**config.mk**
```make
export PLATFORM = sky130hd
export DESIGN_NAME = comm_port_status_flag_bank
export DESIGN_NICKNAME = d
export VERILOG_FILES = /design/src/rtl/cps_pkg.sv /design/src/rtl/comm_port_status_flag_bank.sv /design/src/rtl/cps_remote_xfer_flags.sv /design/src/rtl/cps_serial_port_flags.sv
export SDC_FILE = /design/constraint.sdc
export NUM_CORES = 1
export LEC_CHECK = 0
export BUFFER_PORTS_ARGS = -buffer_cell sky130_fd_sc_hd__buf_2
export CORE_MARGIN = 5
export CORE_UTILIZATION = 55
export DETAILED_ROUTE_END_ITERATION = 10
export HOLD_SLACK_MARGIN = 0.1
export PLACE_DENSITY_LB_ADDON = 0.15
export SETUP_SLACK_MARGIN = 0.02
export SLEW_MARGIN = 30
export SYNTH_ARGS = -nofsm -noshare
export SYNTH_HDL_FRONTEND = slang
export SYNTH_SLANG_ARGS = --single-unit
```
**constraint.sdc**
```tcl
create_clock -name clk_in -period 7 [get_ports clk_in]
set_clock_uncertainty 0.2 [all_clocks]
set_input_delay 0 -clock clk_in [delete_from_list [all_inputs] [get_ports clk_in]]
set_output_delay 0 -clock clk_in [all_outputs]
set_load 0.02 [all_outputs]
```
**src/rtl/cps_pkg.sv**
```systemverilog
package cps_pkg;
    localparam int CPS_ADDR_W = 8;   // apb byte address width
    localparam int CPS_CODE_W = 16;  // error and end code words
    localparam int CPS_WORD_W = 16;  // flag word width
    // register byte addresses
    localparam logic [7:0] CPS_ADDR_WORD_LO  = 8'h00;
    localparam logic [7:0] CPS_ADDR_WORD_HI  = 8'h04;
    localparam logic [7:0] CPS_ADDR_IRQ_STAT = 8'h08;
    localparam logic [7:0] CPS_ADDR_IRQ_MASK = 8'h0c;
    localparam logic [7:0] CPS_ADDR_ERR_CODE = 8'h10;
    localparam logic [7:0] CPS_ADDR_END1     = 8'h14;
    localparam logic [7:0] CPS_ADDR_END2     = 8'h18;
    localparam logic [7:0] CPS_ADDR_INTERP   = 8'h1c;
    // low word bit positions
    localparam int CPS_LO_FIRST_MODE = 2;
    localparam int CPS_LO_PRINT      = 3;
    localparam int CPS_LO_REWRITE    = 4;
    localparam int CPS_LO_FIRST_ERR  = 7;
    localparam int CPS_LO_FIRST_RX   = 8;
    localparam int CPS_LO_FIRST_TX   = 9;
    localparam int CPS_LO_HSC0       = 10;
    localparam int CPS_LO_TOOL_RX    = 14;
    localparam int CPS_LO_TOOL_TX    = 15;
    // high word bit positions
    localparam int CPS_HI_TOOL_MODE  = 0;
    localparam int CPS_HI_PEER       = 1;
    localparam int CPS_HI_SECOND_MODE = 2;
    localparam int CPS_HI_SR1_READY  = 4;
    localparam int CPS_HI_SR1_RESULT = 5;
    localparam int CPS_HI_SECOND_ERR = 7;
    localparam int CPS_HI_SECOND_RX  = 8;
    localparam int CPS_HI_SECOND_TX  = 9;
    localparam int CPS_HI_SR2_READY  = 10;
    localparam int CPS_HI_SR2_RESULT = 11;
    localparam int CPS_HI_INTERP_ACT = 14;
    localparam int CPS_HI_INTERP_RLD = 15;
    // serial port indices in the per-port vectors
    localparam int CPS_PORT_FIRST  = 0;
    localparam int CPS_PORT_TOOL   = 1;
    localparam int CPS_PORT_SECOND = 2;
    localparam int CPS_NUM_PORTS   = 3;
    localparam int CPS_NUM_HSC     = 4;
    // reset values
    localparam logic [15:0] CPS_LO_RST    = 16'h0000;
    localparam logic [15:0] CPS_HI_RST    = 16'h8410; // ready and reload high
    localparam logic [31:0] CPS_MASK_RST  = 32'h0000_0000;
    localparam logic        CPS_READY_RST = 1'b1;
    // port protocol selection
    typedef enum logic [1:0] {
        CPS_PROTO_GP     = 2'b00,
        CPS_PROTO_VENDOR = 2'b01,
        CPS_PROTO_LINK   = 2'b10
    } cps_proto_t;
    // apb answer state
    typedef enum logic {
        CPS_APB_IDLE = 1'b0,
        CPS_APB_DONE = 1'b1
    } cps_apb_state_t;
endpackage

```
**src/rtl/comm_port_status_flag_bank.sv**
```systemverilog
`timescale 1ns/10ps
`default_nettype none
// serial port status flag bank behind an apb slave
module comm_port_status_flag_bank
import cps_pkg::*;
(
    input  wire logic                   clk_in,
    input  wire logic                   reset_in,
    // apb slave
    input  wire logic                   psel_in,
    input  wire logic                   penable_in,
    input  wire logic                   pwrite_in,
    input  wire logic [CPS_ADDR_W-1:0]  paddr_in,
    input  wire logic [31:0]            pwdata_in,
    output var  logic [31:0]            prdata_out,
    output var  logic                   pready_out,
    output var  logic                   pslverr_out,
    output var  logic                   irq_out,
    // controller scan and execution state
    input  wire logic                   scan_start_in,
    input  wire logic                   rewrite_done_in,
    input  wire logic                   print_busy_in,
    input  wire logic [CPS_NUM_HSC-1:0] hsc_busy_in,
    input  wire logic                   interp_busy_in,
    input  wire logic                   interp_data_take_in,
    output var  logic                   interp_load_out,
    // port protocol selection
    input  wire cps_proto_t             first_port_proto_in,
    input  wire cps_proto_t             second_port_proto_in,
    input  wire logic                   tool_port_gp_in,
    // general-purpose serial events, one bit per port
    input  wire logic [CPS_NUM_PORTS-1:0] term_rx_in,
    input  wire logic [CPS_NUM_PORTS-1:0] rx_rearm_in,
    input  wire logic [CPS_NUM_PORTS-1:0] tx_req_in,
    input  wire logic [CPS_NUM_PORTS-1:0] tx_done_in,
    input  wire logic [CPS_NUM_PORTS-1:0] tx_err_in,
    // remote send/receive, bit 0 first port, bit 1 second port
    input  wire logic [1:0]             sr_start_in,
    input  wire logic [1:0]             sr_done_in,
    input  wire logic [1:0]             sr_fail_in,
    input  wire logic [CPS_CODE_W-1:0]  first_end_code_in,
    input  wire logic [CPS_CODE_W-1:0]  second_end_code_in,
    input  wire logic [CPS_CODE_W-1:0]  link_error_code_in
);
    // mode and execution flags
    logic                     first_port_mode_flag;
    logic                     second_port_mode_flag;
    logic                     tool_port_mode_flag;
    logic                     first_port_peer_link_flag;
    logic                     print_exec_flag;
    logic                     circular_interp_active_flag;
    logic [CPS_NUM_HSC-1:0]   hsc_flag;
    logic                     next_first_mode;
    logic                     next_second_mode;
    logic                     next_tool_mode;
    logic                     next_peer;
    logic                     next_print;
    logic                     next_interp_act;
    logic [CPS_NUM_HSC-1:0]   next_hsc;
    // rewrite-done scan pulse
    logic                     run_rewrite_done_flag;
    logic                     rewrite_pending;
    logic                     next_rewrite_flag;
    logic                     next_rewrite_pending;
    // interpolation data handshake
    logic                     next_interp_load;
    // shared error code word
    logic [CPS_CODE_W-1:0]    link_error_code_word;
    logic [CPS_CODE_W-1:0]    next_error_code;
    // per-port flag outputs
    logic [CPS_NUM_PORTS-1:0] gp_mode;
    logic [CPS_NUM_PORTS-1:0] rx_done;
    logic [CPS_NUM_PORTS-1:0] tx_done;
    logic [CPS_NUM_PORTS-1:0] port_err;
    logic [1:0]               sr_ready;
    logic [1:0]               sr_result;
    logic [CPS_CODE_W-1:0]    first_port_end_code_word;
    logic [CPS_CODE_W-1:0]    second_port_end_code_word;
    // assembled words
    logic [CPS_WORD_W-1:0]    port_status_word_low;
    logic [CPS_WORD_W-1:0]    port_status_word_high;
    logic [31:0]              flags_now;
    // interrupt state
    logic [31:0]              flags_prev;
    logic [31:0]              irq_status;
    logic [31:0]              irq_mask;
    logic [31:0]              next_irq_status;
    logic [31:0]              next_irq_mask;
    logic                     next_irq;
    // apb state
    cps_apb_state_t           apb_state;
    cps_apb_state_t           next_apb_state;
    logic                     next_pready;
    logic                     next_pslverr;
    logic [31:0]              next_prdata;
    logic [31:0]              rd_data;
    logic                     rd_err;
    logic                     wr_fire;

    // mode flags follow the selected protocol in any cycle
    always_comb
    begin
        next_first_mode  = (first_port_proto_in == CPS_PROTO_GP);
        next_second_mode = (second_port_proto_in == CPS_PROTO_GP);
        next_tool_mode   = tool_port_gp_in;
        next_peer        = (first_port_proto_in == CPS_PROTO_LINK);
        next_print       = print_busy_in;
        next_interp_act  = interp_busy_in;
        next_hsc         = hsc_busy_in;
    end

    // mode and execution flag registers
    always_ff @(posedge clk_in or posedge reset_in)
    begin
        if (reset_in)
        begin
            first_port_mode_flag        <= 1'b0;
            second_port_mode_flag       <= 1'b0;
            tool_port_mode_flag         <= 1'b0;
            first_port_peer_link_flag   <= 1'b0;
            print_exec_flag             <= 1'b0;
            circular_interp_active_flag <= 1'b0;
            hsc_flag                    <= '0;
        end
        else
        begin
            first_port_mode_flag        <= next_first_mode;
            second_port_mode_flag       <= next_second_mode;
            tool_port_mode_flag         <= next_tool_mode;
            first_port_peer_link_flag   <= next_peer;
            print_exec_flag             <= next_print;
            circular_interp_active_flag <= next_interp_act;
            hsc_flag                    <= next_hsc;
        end
    end

    // a rewrite arms the flag; the next scan start shows it for that scan only
    always_comb
    begin
        next_rewrite_pending = rewrite_done_in | (rewrite_pending & ~scan_start_in);
        // completion in the same cycle as a scan start waits for the next scan
        next_rewrite_flag = scan_start_in ? rewrite_pending : run_rewrite_done_flag;
    end

    // rewrite registers
    always_ff @(posedge clk_in or posedge reset_in)
    begin
        if (reset_in)
        begin
            rewrite_pending       <= 1'b0;
            run_rewrite_done_flag <= 1'b0;
        end
        else
        begin
            rewrite_pending       <= next_rewrite_pending;
            run_rewrite_done_flag <= next_rewrite_flag;
        end
    end

    // per-port general-purpose mode for the flag cells
    always_comb
    begin
        gp_mode                  = '0;
        gp_mode[CPS_PORT_FIRST]  = first_port_mode_flag;
        gp_mode[CPS_PORT_TOOL]   = tool_port_mode_flag;
        gp_mode[CPS_PORT_SECOND] = second_port_mode_flag;
    end

    // one flag cell per serial port
    genvar port_idx;
    generate
        for (port_idx = 0; port_idx < CPS_NUM_PORTS; port_idx++)
        begin : g_port
            cps_serial_port_flags u_flags
            (
                .clk_in      (clk_in),
                .reset_in    (reset_in),
                .gp_mode_in  (gp_mode[port_idx]),
                .term_rx_in  (term_rx_in[port_idx]),
                .rx_rearm_in (rx_rearm_in[port_idx]),
                .tx_req_in   (tx_req_in[port_idx]),
                .tx_done_in  (tx_done_in[port_idx]),
                .tx_err_in   (tx_err_in[port_idx]),
                .rx_done_out (rx_done[port_idx]),
                .tx_done_out (tx_done[port_idx]),
                .err_out     (port_err[port_idx])
            );
        end
    endgenerate

    // remote send/receive on the first port
    cps_remote_xfer_flags u_sr_first
    (
        .clk_in       (clk_in),
        .reset_in     (reset_in),
        .start_in     (sr_start_in[0]),
        .done_in      (sr_done_in[0]),
        .fail_in      (sr_fail_in[0]),
        .end_code_in  (first_end_code_in),
        .ready_out    (sr_ready[0]),
        .result_out   (sr_result[0]),
        .end_code_out (first_port_end_code_word)
    );

    // remote send/receive on the second port
    cps_remote_xfer_flags u_sr_second
    (
        .clk_in       (clk_in),
        .reset_in     (reset_in),
        .start_in     (sr_start_in[1]),
        .done_in      (sr_done_in[1]),
        .fail_in      (sr_fail_in[1]),
        .end_code_in  (second_end_code_in),
        .ready_out    (sr_ready[1]),
        .result_out   (sr_result[1]),
        .end_code_out (second_port_end_code_word)
    );

    // shared error code: any failing finish stores it, one word for both ports
    always_comb
    begin
        next_error_code = link_error_code_word;
        if (|(sr_done_in & sr_fail_in))
        begin
            next_error_code = link_error_code_in;
        end
    end

    // error code register
    always_ff @(posedge clk_in or posedge reset_in)
    begin
        if (reset_in)
        begin
            link_error_code_word <= '0;
        end
        else
        begin
            link_error_code_word <= next_error_code;
        end
    end

    // assemble both flag words; unused positions stay zero
    always_comb
    begin
        port_status_word_low  = '0;
        port_status_word_high = '0;
        port_status_word_low[CPS_LO_FIRST_MODE] = first_port_mode_flag;
        port_status_word_low[CPS_LO_PRINT]      = print_exec_flag;
        port_status_word_low[CPS_LO_REWRITE]    = run_rewrite_done_flag;
        port_status_word_low[CPS_LO_FIRST_ERR]  = port_err[CPS_PORT_FIRST];
        port_status_word_low[CPS_LO_FIRST_RX]   = rx_done[CPS_PORT_FIRST];
        port_status_word_low[CPS_LO_FIRST_TX]   = tx_done[CPS_PORT_FIRST];
        port_status_word_low[CPS_LO_HSC0 +: CPS_NUM_HSC] = hsc_flag;
        port_status_word_low[CPS_LO_TOOL_RX]    = rx_done[CPS_PORT_TOOL];
        port_status_word_low[CPS_LO_TOOL_TX]    = tx_done[CPS_PORT_TOOL];
        port_status_word_high[CPS_HI_TOOL_MODE]   = tool_port_mode_flag;
        port_status_word_high[CPS_HI_PEER]        = first_port_peer_link_flag;
        port_status_word_high[CPS_HI_SECOND_MODE] = second_port_mode_flag;
        port_status_word_high[CPS_HI_SR1_READY]   = sr_ready[0];
        port_status_word_high[CPS_HI_SR1_RESULT]  = sr_result[0];
        port_status_word_high[CPS_HI_SECOND_ERR]  = port_err[CPS_PORT_SECOND];
        port_status_word_high[CPS_HI_SECOND_RX]   = rx_done[CPS_PORT_SECOND];
        port_status_word_high[CPS_HI_SECOND_TX]   = tx_done[CPS_PORT_SECOND];
        port_status_word_high[CPS_HI_SR2_READY]   = sr_ready[1];
        port_status_word_high[CPS_HI_SR2_RESULT]  = sr_result[1];
        port_status_word_high[CPS_HI_INTERP_ACT]  = circular_interp_active_flag;
        port_status_word_high[CPS_HI_INTERP_RLD]  = ~interp_load_out;
        flags_now = {port_status_word_high, port_status_word_low};
    end

    // a write is only taken at the edge where pready is seen high
    always_comb
    begin
        wr_fire = (apb_state == CPS_APB_DONE) & psel_in & penable_in & pwrite_in;
    end

    // new data is accepted only while the reload flag permits
    always_comb
    begin
        next_interp_load = interp_load_out & ~interp_data_take_in;
        if (wr_fire && paddr_in == CPS_ADDR_INTERP && !interp_load_out)
        begin
            next_interp_load = 1'b1;
        end
    end

    // interpolation handshake register
    always_ff @(posedge clk_in or posedge reset_in)
    begin
        if (reset_in)
        begin
            interp_load_out <= 1'b0;
        end
        else
        begin
            interp_load_out <= next_interp_load;
        end
    end

    // rising flags set sticky status; a set beats a write-one clear
    always_comb
    begin
        next_irq_status = irq_status;
        next_irq_mask   = irq_mask;
        if (wr_fire && paddr_in == CPS_ADDR_IRQ_STAT)
        begin
            next_irq_status = irq_status & ~pwdata_in;
        end
        if (wr_fire && paddr_in == CPS_ADDR_IRQ_MASK)
        begin
            next_irq_mask = pwdata_in;
        end
        next_irq_status = next_irq_status | (flags_now & ~flags_prev);
        next_irq = |(next_irq_status & next_irq_mask);
    end

    // interrupt registers; previous flags reset to the flag reset image
    always_ff @(posedge clk_in or posedge reset_in)
    begin
        if (reset_in)
        begin
            flags_prev <= {CPS_HI_RST, CPS_LO_RST};
            irq_status <= '0;
            irq_mask   <= CPS_MASK_RST;
            irq_out    <= 1'b0;
        end
        else
        begin
            flags_prev <= flags_now;
            irq_status <= next_irq_status;
            irq_mask   <= next_irq_mask;
            irq_out    <= next_irq;
        end
    end

    // read mux and error decode; flag words ignore writes
    always_comb
    begin
        rd_data = '0;
        rd_err  = 1'b0;
        case (paddr_in)
            CPS_ADDR_WORD_LO:  rd_data = {16'h0000, port_status_word_low};
            CPS_ADDR_WORD_HI:  rd_data = {16'h0000, port_status_word_high};
            CPS_ADDR_IRQ_STAT: rd_data = irq_status;
            CPS_ADDR_IRQ_MASK: rd_data = irq_mask;
            CPS_ADDR_ERR_CODE: rd_data = {16'h0000, link_error_code_word};
            CPS_ADDR_END1:     rd_data = {16'h0000, first_port_end_code_word};
            CPS_ADDR_END2:     rd_data = {16'h0000, second_port_end_code_word};
            CPS_ADDR_INTERP:
            begin
                rd_data = {31'h0000_0000, interp_load_out};
                // refused while engine still holds unread data
                rd_err  = pwrite_in & interp_load_out;
            end
            default:           rd_err  = 1'b1;
        endcase
    end

    // one wait cycle: first access cycle decodes, second answers
    always_comb
    begin
        next_apb_state = CPS_APB_IDLE;
        next_pready    = 1'b0;
        next_pslverr   = 1'b0;
        next_prdata    = prdata_out;
        case (apb_state)
            CPS_APB_IDLE:
            begin
                if (psel_in && penable_in)
                begin
                    next_apb_state = CPS_APB_DONE;
                    next_pready    = 1'b1;
                    next_pslverr   = rd_err;
                    next_prdata    = pwrite_in ? 32'h0000_0000 : rd_data;
                end
            end
            CPS_APB_DONE:
            begin
                next_apb_state = CPS_APB_IDLE;
            end
            default:
            begin
                next_apb_state = CPS_APB_IDLE;
            end
        endcase
    end

    // apb registers
    always_ff @(posedge clk_in or posedge reset_in)
    begin
        if (reset_in)
        begin
            apb_state   <= CPS_APB_IDLE;
            pready_out  <= 1'b0;
            pslverr_out <= 1'b0;
            prdata_out  <= '0;
        end
        else
        begin
            apb_state   <= next_apb_state;
            pready_out  <= next_pready;
            pslverr_out <= next_pslverr;
            prdata_out  <= next_prdata;
        end
    end
endmodule
`default_nettype wire

```
**src/rtl/cps_remote_xfer_flags.sv**
```systemverilog
`timescale 1ns/10ps
`default_nettype none
// ready, result and end code of remote send/receive on one port
module cps_remote_xfer_flags
import cps_pkg::*;
(
    input  wire logic                  clk_in,
    input  wire logic                  reset_in,
    input  wire logic                  start_in,    // send or receive started
    input  wire logic                  done_in,     // command finished
    input  wire logic                  fail_in,     // finished with comm error
    input  wire logic [CPS_CODE_W-1:0] end_code_in, // end code at finish
    output var  logic                  ready_out,
    output var  logic                  result_out,
    output var  logic [CPS_CODE_W-1:0] end_code_out
);
    logic                  next_ready;
    logic                  next_result;
    logic [CPS_CODE_W-1:0] next_end_code;

    // ready drops on start, returns on finish
    always_comb
    begin
        next_ready    = done_in | (ready_out & ~start_in);
        next_result   = done_in ? fail_in : result_out;
        next_end_code = done_in ? end_code_in : end_code_out;
    end

    // result registers
    always_ff @(posedge clk_in or posedge reset_in)
    begin
        if (reset_in)
        begin
            ready_out    <= CPS_READY_RST;
            result_out   <= 1'b0;
            end_code_out <= '0;
        end
        else
        begin
            ready_out    <= next_ready;
            result_out   <= next_result;
            end_code_out <= next_end_code;
        end
    end
endmodule
`default_nettype wire

```
**src/rtl/cps_serial_port_flags.sv**
```systemverilog
`timescale 1ns/10ps
`default_nettype none
// receive-done, transmit-done and error flags of one serial port
module cps_serial_port_flags
(
    input  wire logic clk_in,
    input  wire logic reset_in,
    input  wire logic gp_mode_in,   // port in general-purpose serial
    input  wire logic term_rx_in,   // terminator character seen
    input  wire logic rx_rearm_in,  // receive buffer released
    input  wire logic tx_req_in,    // serial transmit command issued
    input  wire logic tx_done_in,   // transmission finished
    input  wire logic tx_err_in,    // transmission error
    output var  logic rx_done_out,
    output var  logic tx_done_out,
    output var  logic err_out
);
    logic next_rx_done;
    logic next_tx_done;
    logic next_err;

    // set terms come first so a set in the clearing cycle wins
    always_comb
    begin
        next_rx_done = (gp_mode_in & term_rx_in) | (rx_done_out & ~rx_rearm_in);
        next_tx_done = (gp_mode_in & tx_done_in) | (tx_done_out & ~tx_req_in);
        next_err     = tx_err_in | (err_out & ~tx_req_in);
    end

    // flag registers
    always_ff @(posedge clk_in or posedge reset_in)
    begin
        if (reset_in)
        begin
            rx_done_out <= 1'b0;
            tx_done_out <= 1'b0;
            err_out     <= 1'b0;
        end
        else
        begin
            rx_done_out <= next_rx_done;
            tx_done_out <= next_tx_done;
            err_out     <= next_err;
        end
    end
endmodule
`default_nettype wire

```
==> flow_summary.rst, run 1 <==
.. list-table::
   :header-rows: 1

   * - Metric
     - Value
   * - Syn avg cell area
     - between 10 and 15 µm²
   * - Post-CTS Hold Fix Bufs
     - about 200
   * - Cell Rows
     - 44
   * - Count leader, synth
     - sky130_fd_sc_hd__dfrtp_1
   * - # IOs
     - ~160
   * - Clock buffer count from CTS
     - 17
   * - Initial core utilization
     - 55.70%
   * - Net Count, Synth
     - about 760
   * - Horizontal die dimension
     - 130.9 µm
   * - Fraction of the mapped netlist area in adder cells
     - 0%
   * - First Error
     - [ERROR RSZ-0060] Max buffer count reached.
   * - Clock sink count
     - a little under 200
   * - Number of cells produced by synthesis
     - roughly 640
   * - Cell variety after synth
     - between 40 and 50
   * - Maximum buffer depth of the clock tree
     - 2
   * - Halt Stage
     - clock tree synthesis (4_1_cts)
   * - Basic-gate share of the synthesized area counting and, or, nand and nor cells
     - 6.899%
   * - Setup bufs post-CTS
     - 0
   * - Cts repair resizes
     - 0
   * - Multiplexer share of the synthesized area
     - between 10% and 20%
   * - Vertical die dimension
     - approximately 130 µm
   * - Total placed cells including tap cells
     - around 960
   * - Register area share after synthesis
     - 61.13%
   * - Routability Congestion
     - roughly 0.84
   * - I/O Buffers
     - ~160
   * - Synth Area in Compound Gates
     - between 10% and 20%
   * - Flops & latches, synth
     - around 200
   * - Master cell of the clock root buffer
     - sky130_fd_sc_hd__clkbuf_16
   * - Number of warnings reported in the yosys synthesis log
     - 0
   * - Post-synthesis xor/xnor area fraction
     - 0%
   * - Proportion of register bits with asynchronous set or reset after synthesis
     - 100.0%
   * - Htree depth
     - 4
   * - Top cell type by total area after synthesis
     - sky130_fd_sc_hd__dfrtp_1
   * - Outcome
     - aborted with a tool error
   * - Top post-synthesis cells by area
     - sky130_fd_sc_hd__dfrtp_1, sky130_fd_sc_hd__mux2_2, sky130_fd_sc_hd__mux2i_1
   * - Dominant combinational cell family by area after synthesis
     - multiplexers
   * - Cell area after technology mapping
     - 8034 µm²
   * - Share of the synthesized area in the top cell type
     - 59.49%
   * - Top flip-flop cell by instance count after synthesis
     - sky130_fd_sc_hd__dfrtp_1
   * - Most frequent cells after synthesis
     - sky130_fd_sc_hd__dfrtp_1, sky130_fd_sc_hd__mux2_2, sky130_fd_sc_hd__nand2_1, sky130_fd_sc_hd__inv_1, sky130_fd_sc_hd__o21ai_0
   * - EDFF count, synth
     - 0
   * - Post-detail-place hpwl
     - approximately 14 mm
[cells by family after synthesis]
| kind of cell | count (synthesis) |
|---|---|
| flip-flops | 196 |
| AO/OA/AOI/OAI | 152 |
| AND/OR/NAND/NOR | 107 |
| multiplexers | 105 |
| buffers and inverters | 76 |
[through the flow]
step / setup slack [ps] / hold WS, ps / util, % / area, µm²
after global placement: 3304 / -90.93 / 62.66 / 9037
after floorplan: 1468 / -168.6 / - / 8034
after detailed placement: 3268 / -89.76 / 62.68 / 9041
==> run 2, diff against run 1 <==
CORE_UTILIZATION = 40   (was 55)
HOLD_SLACK_MARGIN = default   (was 0.1)
SETUP_SLACK_MARGIN = default   (was 0.02)
==> flow_summary.rst, run 2 <==
.. list-table::
   :header-rows: 1

   * - Metric
     - Value
   * - Outcome
     - finished clean
   * - Routability Congestion
     - 0.8709 (+3.9%)
   * - Maximum vdd ir drop
     - 0.0001725 V
   * - Category of the most critical setup path
     - primary input to register
   * - Max Cap Violations
     - 0
   * - Hold path startpoint
     - hsc_busy_in[3]
   * - Leading cell types in the layout, fill and taps excluded
     - sky130_fd_sc_hd__dfrtp_1, sky130_fd_sc_hd__dlygate4sd3_1, sky130_fd_sc_hd__buf_2
   * - Clk_lat worst skew
     - around 430 ps
   * - Post-layout util
     - 58.42%
   * - Clock buffer count from CTS
     - 17 (unchanged)
   * - Post-route fraction of the period consumed by the critical path
     - between 50 and 60%
   * - Area added between synthesis and finish
     - 42.45%
   * - Final Power
     - about 0.0025 W
   * - Signal arrival time at the worst endpoint
     - 3690 ps
   * - Clock sink count
     - 196 (unchanged)
   * - Horizontal die dimension
     - 151.7 µm (+16%)
   * - Top cell type by total area after synthesis
     - sky130_fd_sc_hd__dfrtp_1
   * - Final wirelength
     - 23.78 mm
   * - EDFF count, synth
     - 0 (unchanged)
   * - Critical R2R Launch
     - apb_state$_DFF_PP0_
   * - Htree depth
     - 4 (unchanged)
   * - Share of the synthesized area in the top cell type
     - 59.49% (unchanged)
   * - Leakage dissipation
     - 5.389 nW
   * - Number of cells on the worst hold path
     - 2
   * - Nets@finish
     - approximately 1100
   * - Worst reg2reg path depth
     - 7
   * - Number of global-route vias before repair
     - approximately 6900
   * - Maximum operating frequency
     - between 200 and 300 MHz
   * - Cell Rows
     - 51 (+16%)
   * - Most frequent cells after synthesis
     - sky130_fd_sc_hd__dfrtp_1, sky130_fd_sc_hd__mux2_2, sky130_fd_sc_hd__nand2_1, sky130_fd_sc_hd__inv_1, sky130_fd_sc_hd__o21ai_0
   * - Setup slack of the most critical reg-to-reg path
     - 3800 ps
   * - Grt ovf
     - 0
   * - Top Registers
     - irq_mask (32), irq_status (32), prdata_out (32)
   * - Final count of pins violating max slew
     - 0
   * - Relative slew margins
     - 42.01%
   * - Endpoint of the worst hold-timing path
     - hsc_flag[3]$_DFF_PP0_
   * - Cell variety after synth
     - 45 (unchanged)
   * - Power per cell area
     - approximately 220 nW/µm²
   * - Endpoint type of the worst setup path
     - register
   * - Count leader, synth
     - sky130_fd_sc_hd__dfrtp_1
   * - Worst Tran Pin Value
     - ~860 ps
   * - RSZ-0062 raised after global routing
     - false
   * - Top flip-flop cell by instance count after synthesis
     - sky130_fd_sc_hd__dfrtp_1
   * - Iteration count of the initial detailed-routing pass
     - 5
   * - Pin count of the biggest net entering global routing
     - between 100 and 150
   * - Clock period minus worst slack
     - 3585 ps
   * - Number of failing setup endpoints in the final timing report
     - 0
   * - Most frequent standard cell in the layout excluding fill and tap cells
     - sky130_fd_sc_hd__dfrtp_1
   * - Layout cells sized above 1
     - 29.88%
   * - Total placed cells including tap cells
     - 1038 (+8.5%)
   * - Setup bufs post-CTS
     - 0 (unchanged)
   * - Wire length per cell
     - around 19 µm
   * - Required time of the worst setup path
     - about 7000 ps
   * - Master cell of the clock root buffer
     - sky130_fd_sc_hd__clkbuf_16
   * - Clock-pin slew on the worst setup and hold paths
     - roughly 70 ps
   * - Top post-synthesis cells by area
     - sky130_fd_sc_hd__dfrtp_1, sky130_fd_sc_hd__mux2_2, sky130_fd_sc_hd__mux2i_1
   * - # IOs
     - 164 (unchanged)
   * - CP startpoint
     - paddr_in[2]
   * - Vias after detailed routing
     - approximately 6400
   * - Stage delay of the slowest cell on the critical path
     - approximately 530 ps
   * - Area of the core
     - between 15000 and 20000 µm²
   * - Total routing usage reported by global routing
     - 21.27%
   * - Hold violation count in the final report
     - 0
   * - Kind of start point of the critical path
     - primary input
   * - Cell area after technology mapping
     - 8034 µm² (unchanged)
   * - Worst path bufs/invs
     - 3
   * - Hold/Removal Path Class
     - primary input to register
   * - Number of warnings reported in the yosys synthesis log
     - 0 (unchanged)
   * - Vias per std cell
     - ~5.2
   * - Flops & latches, synth
     - 196 (unchanged)
   * - Proportion of register bits with asynchronous set or reset after synthesis
     - 100.0% (unchanged)
   * - CTS tree
     - yes
   * - Cell type group with the largest total delay on the critical path
     - simple AND/OR/NAND/NOR gates
   * - Number of antenna violations at the first check in global routing
     - 0
   * - Syn avg cell area
     - 12.63 µm² (unchanged)
   * - Capture instance of the worst register-to-register path
     - irq_out$_DFF_PP0_
   * - Minimum hold slack
     - about 11 ps
   * - DRC viols
     - 0
   * - Register area share after synthesis
     - 61.13% (unchanged)
   * - Vertical die dimension
     - 151.7 µm (+16%)
   * - Peak fanout along the critical path
     - 33
   * - Cell with the largest stage delay on the worst path
     - sky130_fd_sc_hd__dlygate4sd3_1
   * - Maximum buffer depth of the clock tree
     - 2 (unchanged)
   * - Initial core utilization
     - 41.01% (-15 points)
   * - Floorplan die area
     - ~23000 µm²
   * - Post-detail-place hpwl
     - 15.17 mm (+7.0%)
   * - I/O Buffers
     - 162 (unchanged)
   * - Post-route antenna net violation count
     - 0
   * - Total negative slack
     - 0 ps
   * - Ordered cell list for the critical path
     - dlygate4sd3_1, buf_4, nand4bb_1, or3_1, buf_4, mux2_4, a2bb2o_1, or4_1, or4_1
   * - Wire length of the first global-routing pass
     - about 37 mm
   * - Stages on the worst setup path
     - 9
   * - First-iteration detailed-routing DRC count
     - 388
   * - Post-route insts no fill
     - around 1200
   * - Net Count, Synth
     - 764 (unchanged)
   * - Number of cells produced by synthesis
     - 636 (unchanged)
==> run 2: cell counts after synthesis <==
Identical to the previous run, type by type.
==> run 2: area by class of cell <==
type / count / area [µm²]
multi-input cells: 364 / 2849
diodes: 1 / 2.502
repair buffers: 341 / 2584
inverters: 41 / 161.4
fillers: 1649 / 8145
well taps: 265 / 331.6
clock inverters: 14 / 176.4
clock buffers: 18 / 429.2
flip-flops and latches: 196 / 4911
==> run 2: cell families (layout without fill, tap and decap cells) <==
| group | count (synthesis) | count (layout) | share of synthesized area (%) |
|---|---|---|---|
| buffers and inverters | 76 | 414 | 3.691 |
| flip-flops | 196 | 196 | 61.13 |
| AND/OR/NAND/NOR | 107 | 107 | 6.899 |
| multiplexers | 105 | 105 | 14.41 |
| other | 0 | 1 | 0 |
| AO/OA/AOI/OAI | 152 | 152 | 13.88 |
==> run 2: how the worst max path moves through the flow <==
| stage | to | slack (ps) |
|---|---|---|
| 3_5_place_dp | irq_out$_DFF_PP0_ | 3190 |
| 4_1_cts | irq_out$_DFF_PP0_ | 3500 |
| 5_1_grt | irq_out$_DFF_PP0_ | 3310 |
| 2_1_floorplan | apb_state$_DFF_PP0_ | 1470 |
| 6_report | irq_out$_DFF_PP0_ | 3420 |
| 3_3_place_gp | irq_out$_DFF_PP0_ | 3250 |
==> run 2: metal layers <==
layer | global-route usage [%] | wire [µm] | share of wire, % | up-vias
li1 | - | - | - | 2982
met1 | 29.34 | 10610 | 45 | 3196
met2 | 34.09 | 11440 | 48 | 186
met3 | 4.283 | 1327 | 5.6 | 29
met4 | 6.604 | 399 | 1.7 | 0
met5 | 0 | 0 | 0 | -
==> run 2: timing repair <==
action,in CTS,in global routing
endpoints found under the setup margin,0,0
hold buffers,168,1
hold endpoints to repair,249,1
resized for setup,0,0
==> run 2: power by group <==
part / switching, W / total [W] / internal, W
Combinational: 0.000107 / 0.000262 / 0.000155
Sequential: 0.0000308 / 0.00122 / 0.00118
Clock: 0.000441 / 0.00101 / 0.000568
==> run 2: stage by stage <==
| step | cell area [µm²] | worst slack, ps |
|---|---|---|
| floorplan | 8034 | 1468 |
| global placement | 9139 | 3255 |
| detailed placement | 9143 | 3187 |
| CTS | 11430 | 3502 |
| global route | 11440 | 3311 |
| finish | 11440 | 3415 |
(Power assumes the default switching activity.)
==> run 3, diff against run 2 <==
clock period = 3.3 ns   (was 7 ns; I/O delays follow)
==> flow_summary.rst, run 3 (synthesis gave the netlist of run 2 again) <==
.. list-table::
   :header-rows: 1

   * - Metric
     - Value
   * - Final count of pins violating max slew
     - 0 (unchanged)
   * - Stage delay of the slowest cell on the critical path
     - 550 ps (+20 ps)
   * - Master cell of the clock root buffer
     - sky130_fd_sc_hd__clkbuf_16
   * - Setup slack of the most critical reg-to-reg path
     - 280 ps (-3520 ps)
   * - Setup bufs post-CTS
     - 0 (unchanged)
   * - Endpoint type of the worst setup path
     - register
   * - Top Registers
     - irq_mask (32), irq_status (32), prdata_out (32)
   * - Final wirelength
     - 24.29 mm (+2.1%)
   * - Maximum operating frequency
     - 325.3 MHz
   * - Layout cells sized above 1
     - 29.99% (+0.11 points)
   * - Post-route antenna net violation count
     - 0 (unchanged)
   * - Worst Tran Pin Value
     - 536.8 ps (-326.5 ps)
   * - Switching power
     - 0.001186 W (+100%)
   * - Ordered cell list for the critical path
     - dlygate4sd3_1, buf_2, nand4bb_1, or3_1, buf_12, mux2_2, a22o_1, or4_1, or4_1
   * - Combinational fraction of design power
     - 11.4% (+0.8 points)
   * - Wire length of the first global-routing pass
     - 39.21 mm (+4.9%)
   * - Post-route fraction of the period consumed by the critical path
     - between 90% and 100%
   * - Worst reg2reg path depth
     - 7 (unchanged)
   * - Relative slew margins
     - 64.21% (+22 points)
   * - Hold violation count in the final report
     - 0 (unchanged)
   * - Iteration count of the initial detailed-routing pass
     - 5 (unchanged)
   * - Total negative slack
     - 0 ps (unchanged)
   * - # fillers
     - 1608 (-2.5%)
   * - Sequential share of power
     - 49.2% (+0.3 points)
   * - Nets@finish
     - 1112 (+2.1%)
   * - Area added between synthesis and finish
     - 45.27%
   * - Cell with the largest stage delay on the worst path
     - sky130_fd_sc_hd__dlygate4sd3_1
   * - Clock period minus worst slack
     - about 3100 ps
   * - Vias per std cell
     - 5.157 (about the same)
   * - Vertical die dimension
     - 151.7 µm (unchanged)
   * - Outcome
     - finished clean
   * - Share of total power consumed by net switching
     - 22.61% (-0.69 points)
   * - Worst path bufs/invs
     - 3 (unchanged)
   * - Horizontal die dimension
     - 151.7 µm (unchanged)
   * - Cell Rows
     - 51 (unchanged)
   * - Most frequent standard cell in the layout excluding fill and tap cells
     - sky130_fd_sc_hd__dfrtp_1
   * - Hold/Removal Path Class
     - primary input to register
   * - Clock sink count
     - 196 (unchanged)
   * - I/O Buffers
     - 162 (unchanged)
   * - Clk network pwr share
     - 39.4% (-1.2 points)
   * - Cell type group with the largest total delay on the critical path
     - simple AND/OR/NAND/NOR gates
   * - Clock-pin slew on the worst setup and hold paths
     - 70 ps (about the same)
   * - Number of failing setup endpoints in the final timing report
     - 0 (unchanged)
   * - Endpoint of the worst hold-timing path
     - tool_port_mode_flag$_DFF_PP0_
   * - Total routing usage reported by global routing
     - 22.23% (+0.96 points)
   * - Max Cap Violations
     - 0 (unchanged)
   * - # IOs
     - 164 (unchanged)
   * - Cell mode on critical path
     - sky130_fd_sc_hd__or4_1
   * - DRC viols
     - 0 (unchanged)
   * - Area of the core
     - 19590 µm² (unchanged)
   * - Maximum buffer depth of the clock tree
     - 2 (unchanged)
   * - Leading cell types in the layout, fill and taps excluded
     - sky130_fd_sc_hd__dfrtp_1, sky130_fd_sc_hd__dlygate4sd3_1, sky130_fd_sc_hd__buf_2
   * - Clk_lat worst skew
     - 430 ps (about the same)
   * - Htree depth
     - 4 (unchanged)
   * - Required time of the worst setup path
     - 3400 ps (-3700 ps)
   * - Post-route insts no fill
     - 1263 (+1.9%)
   * - Floorplan die area
     - 23020 µm² (unchanged)
   * - Area taken by flip-flops and latches
     - 4911 µm² (unchanged)
   * - Total placed cells including tap cells
     - 1049 (+1.1%)
   * - Clock buffer count from CTS
     - 17 (unchanged)
   * - Post-detail-place hpwl
     - 16.14 mm (+6.4%)
   * - Pin count of the biggest net entering global routing
     - 62 (-44%)
   * - Number of cells on the worst hold path
     - 2 (unchanged)
   * - Hold path startpoint
     - tool_port_gp_in
   * - Leakage dissipation
     - 5.511 nW (+2.3%)
   * - Capture instance of the worst register-to-register path
     - irq_out$_DFF_PP0_
   * - Category of the most critical setup path
     - primary input to register
   * - Power per cell area
     - 449.5 nW/µm² (+110%)
   * - RSZ-0062 raised after global routing
     - false
   * - Maximum vdd ir drop
     - 0.0003726 V (+120%)
   * - Multi-input gate area in the final layout
     - 2849 µm² (unchanged)
   * - Post-layout instance area
     - 11670 µm² (+2.0%)
   * - Peak fanout along the critical path
     - 32 (-3.0%)
   * - Routability Congestion
     - 0.8365 (-3.9%)
   * - Number of global-route vias before repair
     - 7225 (+5.3%)
   * - Vias after detailed routing
     - 6513 (+1.9%)
   * - Initial core utilization
     - 41.01% (unchanged)
   * - Number of antenna violations at the first check in global routing
     - 1 (+1)
   * - Minimum hold slack
     - 15.33 ps (+4.624 ps)
   * - Wire length per cell
     - 19.23 µm (+0.29%)
   * - Signal arrival time at the worst endpoint
     - 3170 ps (-520 ps)
   * - Post-detailed-placement cell area
     - 9280 µm² (+1.5%)
   * - Critical R2R Launch
     - apb_state$_DFF_PP0_
   * - First-iteration detailed-routing DRC count
     - 462 (+19%)
   * - CTS tree
     - yes
   * - Internal power
     - 0.004060 W (+110%)
   * - Kind of start point of the critical path
     - primary input
   * - Grt ovf
     - 0 (unchanged)
run 3: how the worst max path moves through the flow:
stage / startpoint / end / slack (ps) / cells after the start
2_1_floorplan: apb_state$_DFF_PP0_ / irq_out$_DFF_PP0_ / 290 / 8
3_3_place_gp: paddr_in[5] / irq_out$_DFF_PP0_ / 100 / 8
3_5_place_dp: paddr_in[5] / irq_out$_DFF_PP0_ / 80 / 8
4_1_cts: paddr_in[2] / irq_out$_DFF_PP0_ / 50 / 10
5_1_grt: paddr_in[0] / irq_out$_DFF_PP0_ / 150 / 9
6_report: paddr_in[1] / irq_out$_DFF_PP0_ / 230 / 9
run 3: stage by stage:
step / utilization (%) / power (W) / setup WS [ps]
after floorplan: - / 0.002803 / 289.6
after global placement: 47.37 / 0.002979 / 101.4
after detailed placement: 47.37 / 0.002993 / 75.07
after CTS: 59.62 / 0.005275 / 46.03
after global routing: 59.58 / 0.005442 / 149.4
final: 59.58 / 0.005246 / 225.7
run 3: layout make-up:
cell class | count | share of cell area, %
well taps | 265 | 2.841
clock buffers | 21 | 3.774
clock inverters | 11 | 1.169
inverters | 41 | 1.351
multi-input cells | 364 | 24.41
diodes | 1 | 0.02144
flip-flops and latches | 196 | 42.08
repair buffers | 364 | 24.36
run 3: power by group through the flow:
stage	Sequential [W]	Combinational, W	Clock (W)
CTS	0.00258	0.000588	0.00211
global route	0.00259	0.000652	0.00220
floorplan	0.00260	0.000200	0
finish	0.00258	0.000596	0.00207
global placement	0.00262	0.000359	0
detailed placement	0.00263	0.000368	0
run 3: metal layers:
layer	wire length (µm)	global-route usage [%]	vias up	share of wire, %
met1	10810	30.53	3257	45
met2	11750	36.22	201	48
met4	316	6.289	0	1.3
li1	-	-	3029	-
met5	0	0	-	0
met3	1414	4.283	26	5.8
run 3: worst reg2reg max path, stage by stage, from the launching register on:
cell and delay, ps:
sky130_fd_sc_hd__dfrtp_1 370, sky130_fd_sc_hd__nand4_1 120, sky130_fd_sc_hd__or3_1 410, sky130_fd_sc_hd__buf_12 200, sky130_fd_sc_hd__mux2_2 340, sky130_fd_sc_hd__a22o_1 230
sky130_fd_sc_hd__or4_1 530, sky130_fd_sc_hd__or4_1 500
run 3: timing repair:
item,4_1_cts,5_1_grt
resized for setup,0,0
hold buffers,182,0
setup endpoints to repair,0,1
hold endpoints to repair,331,0
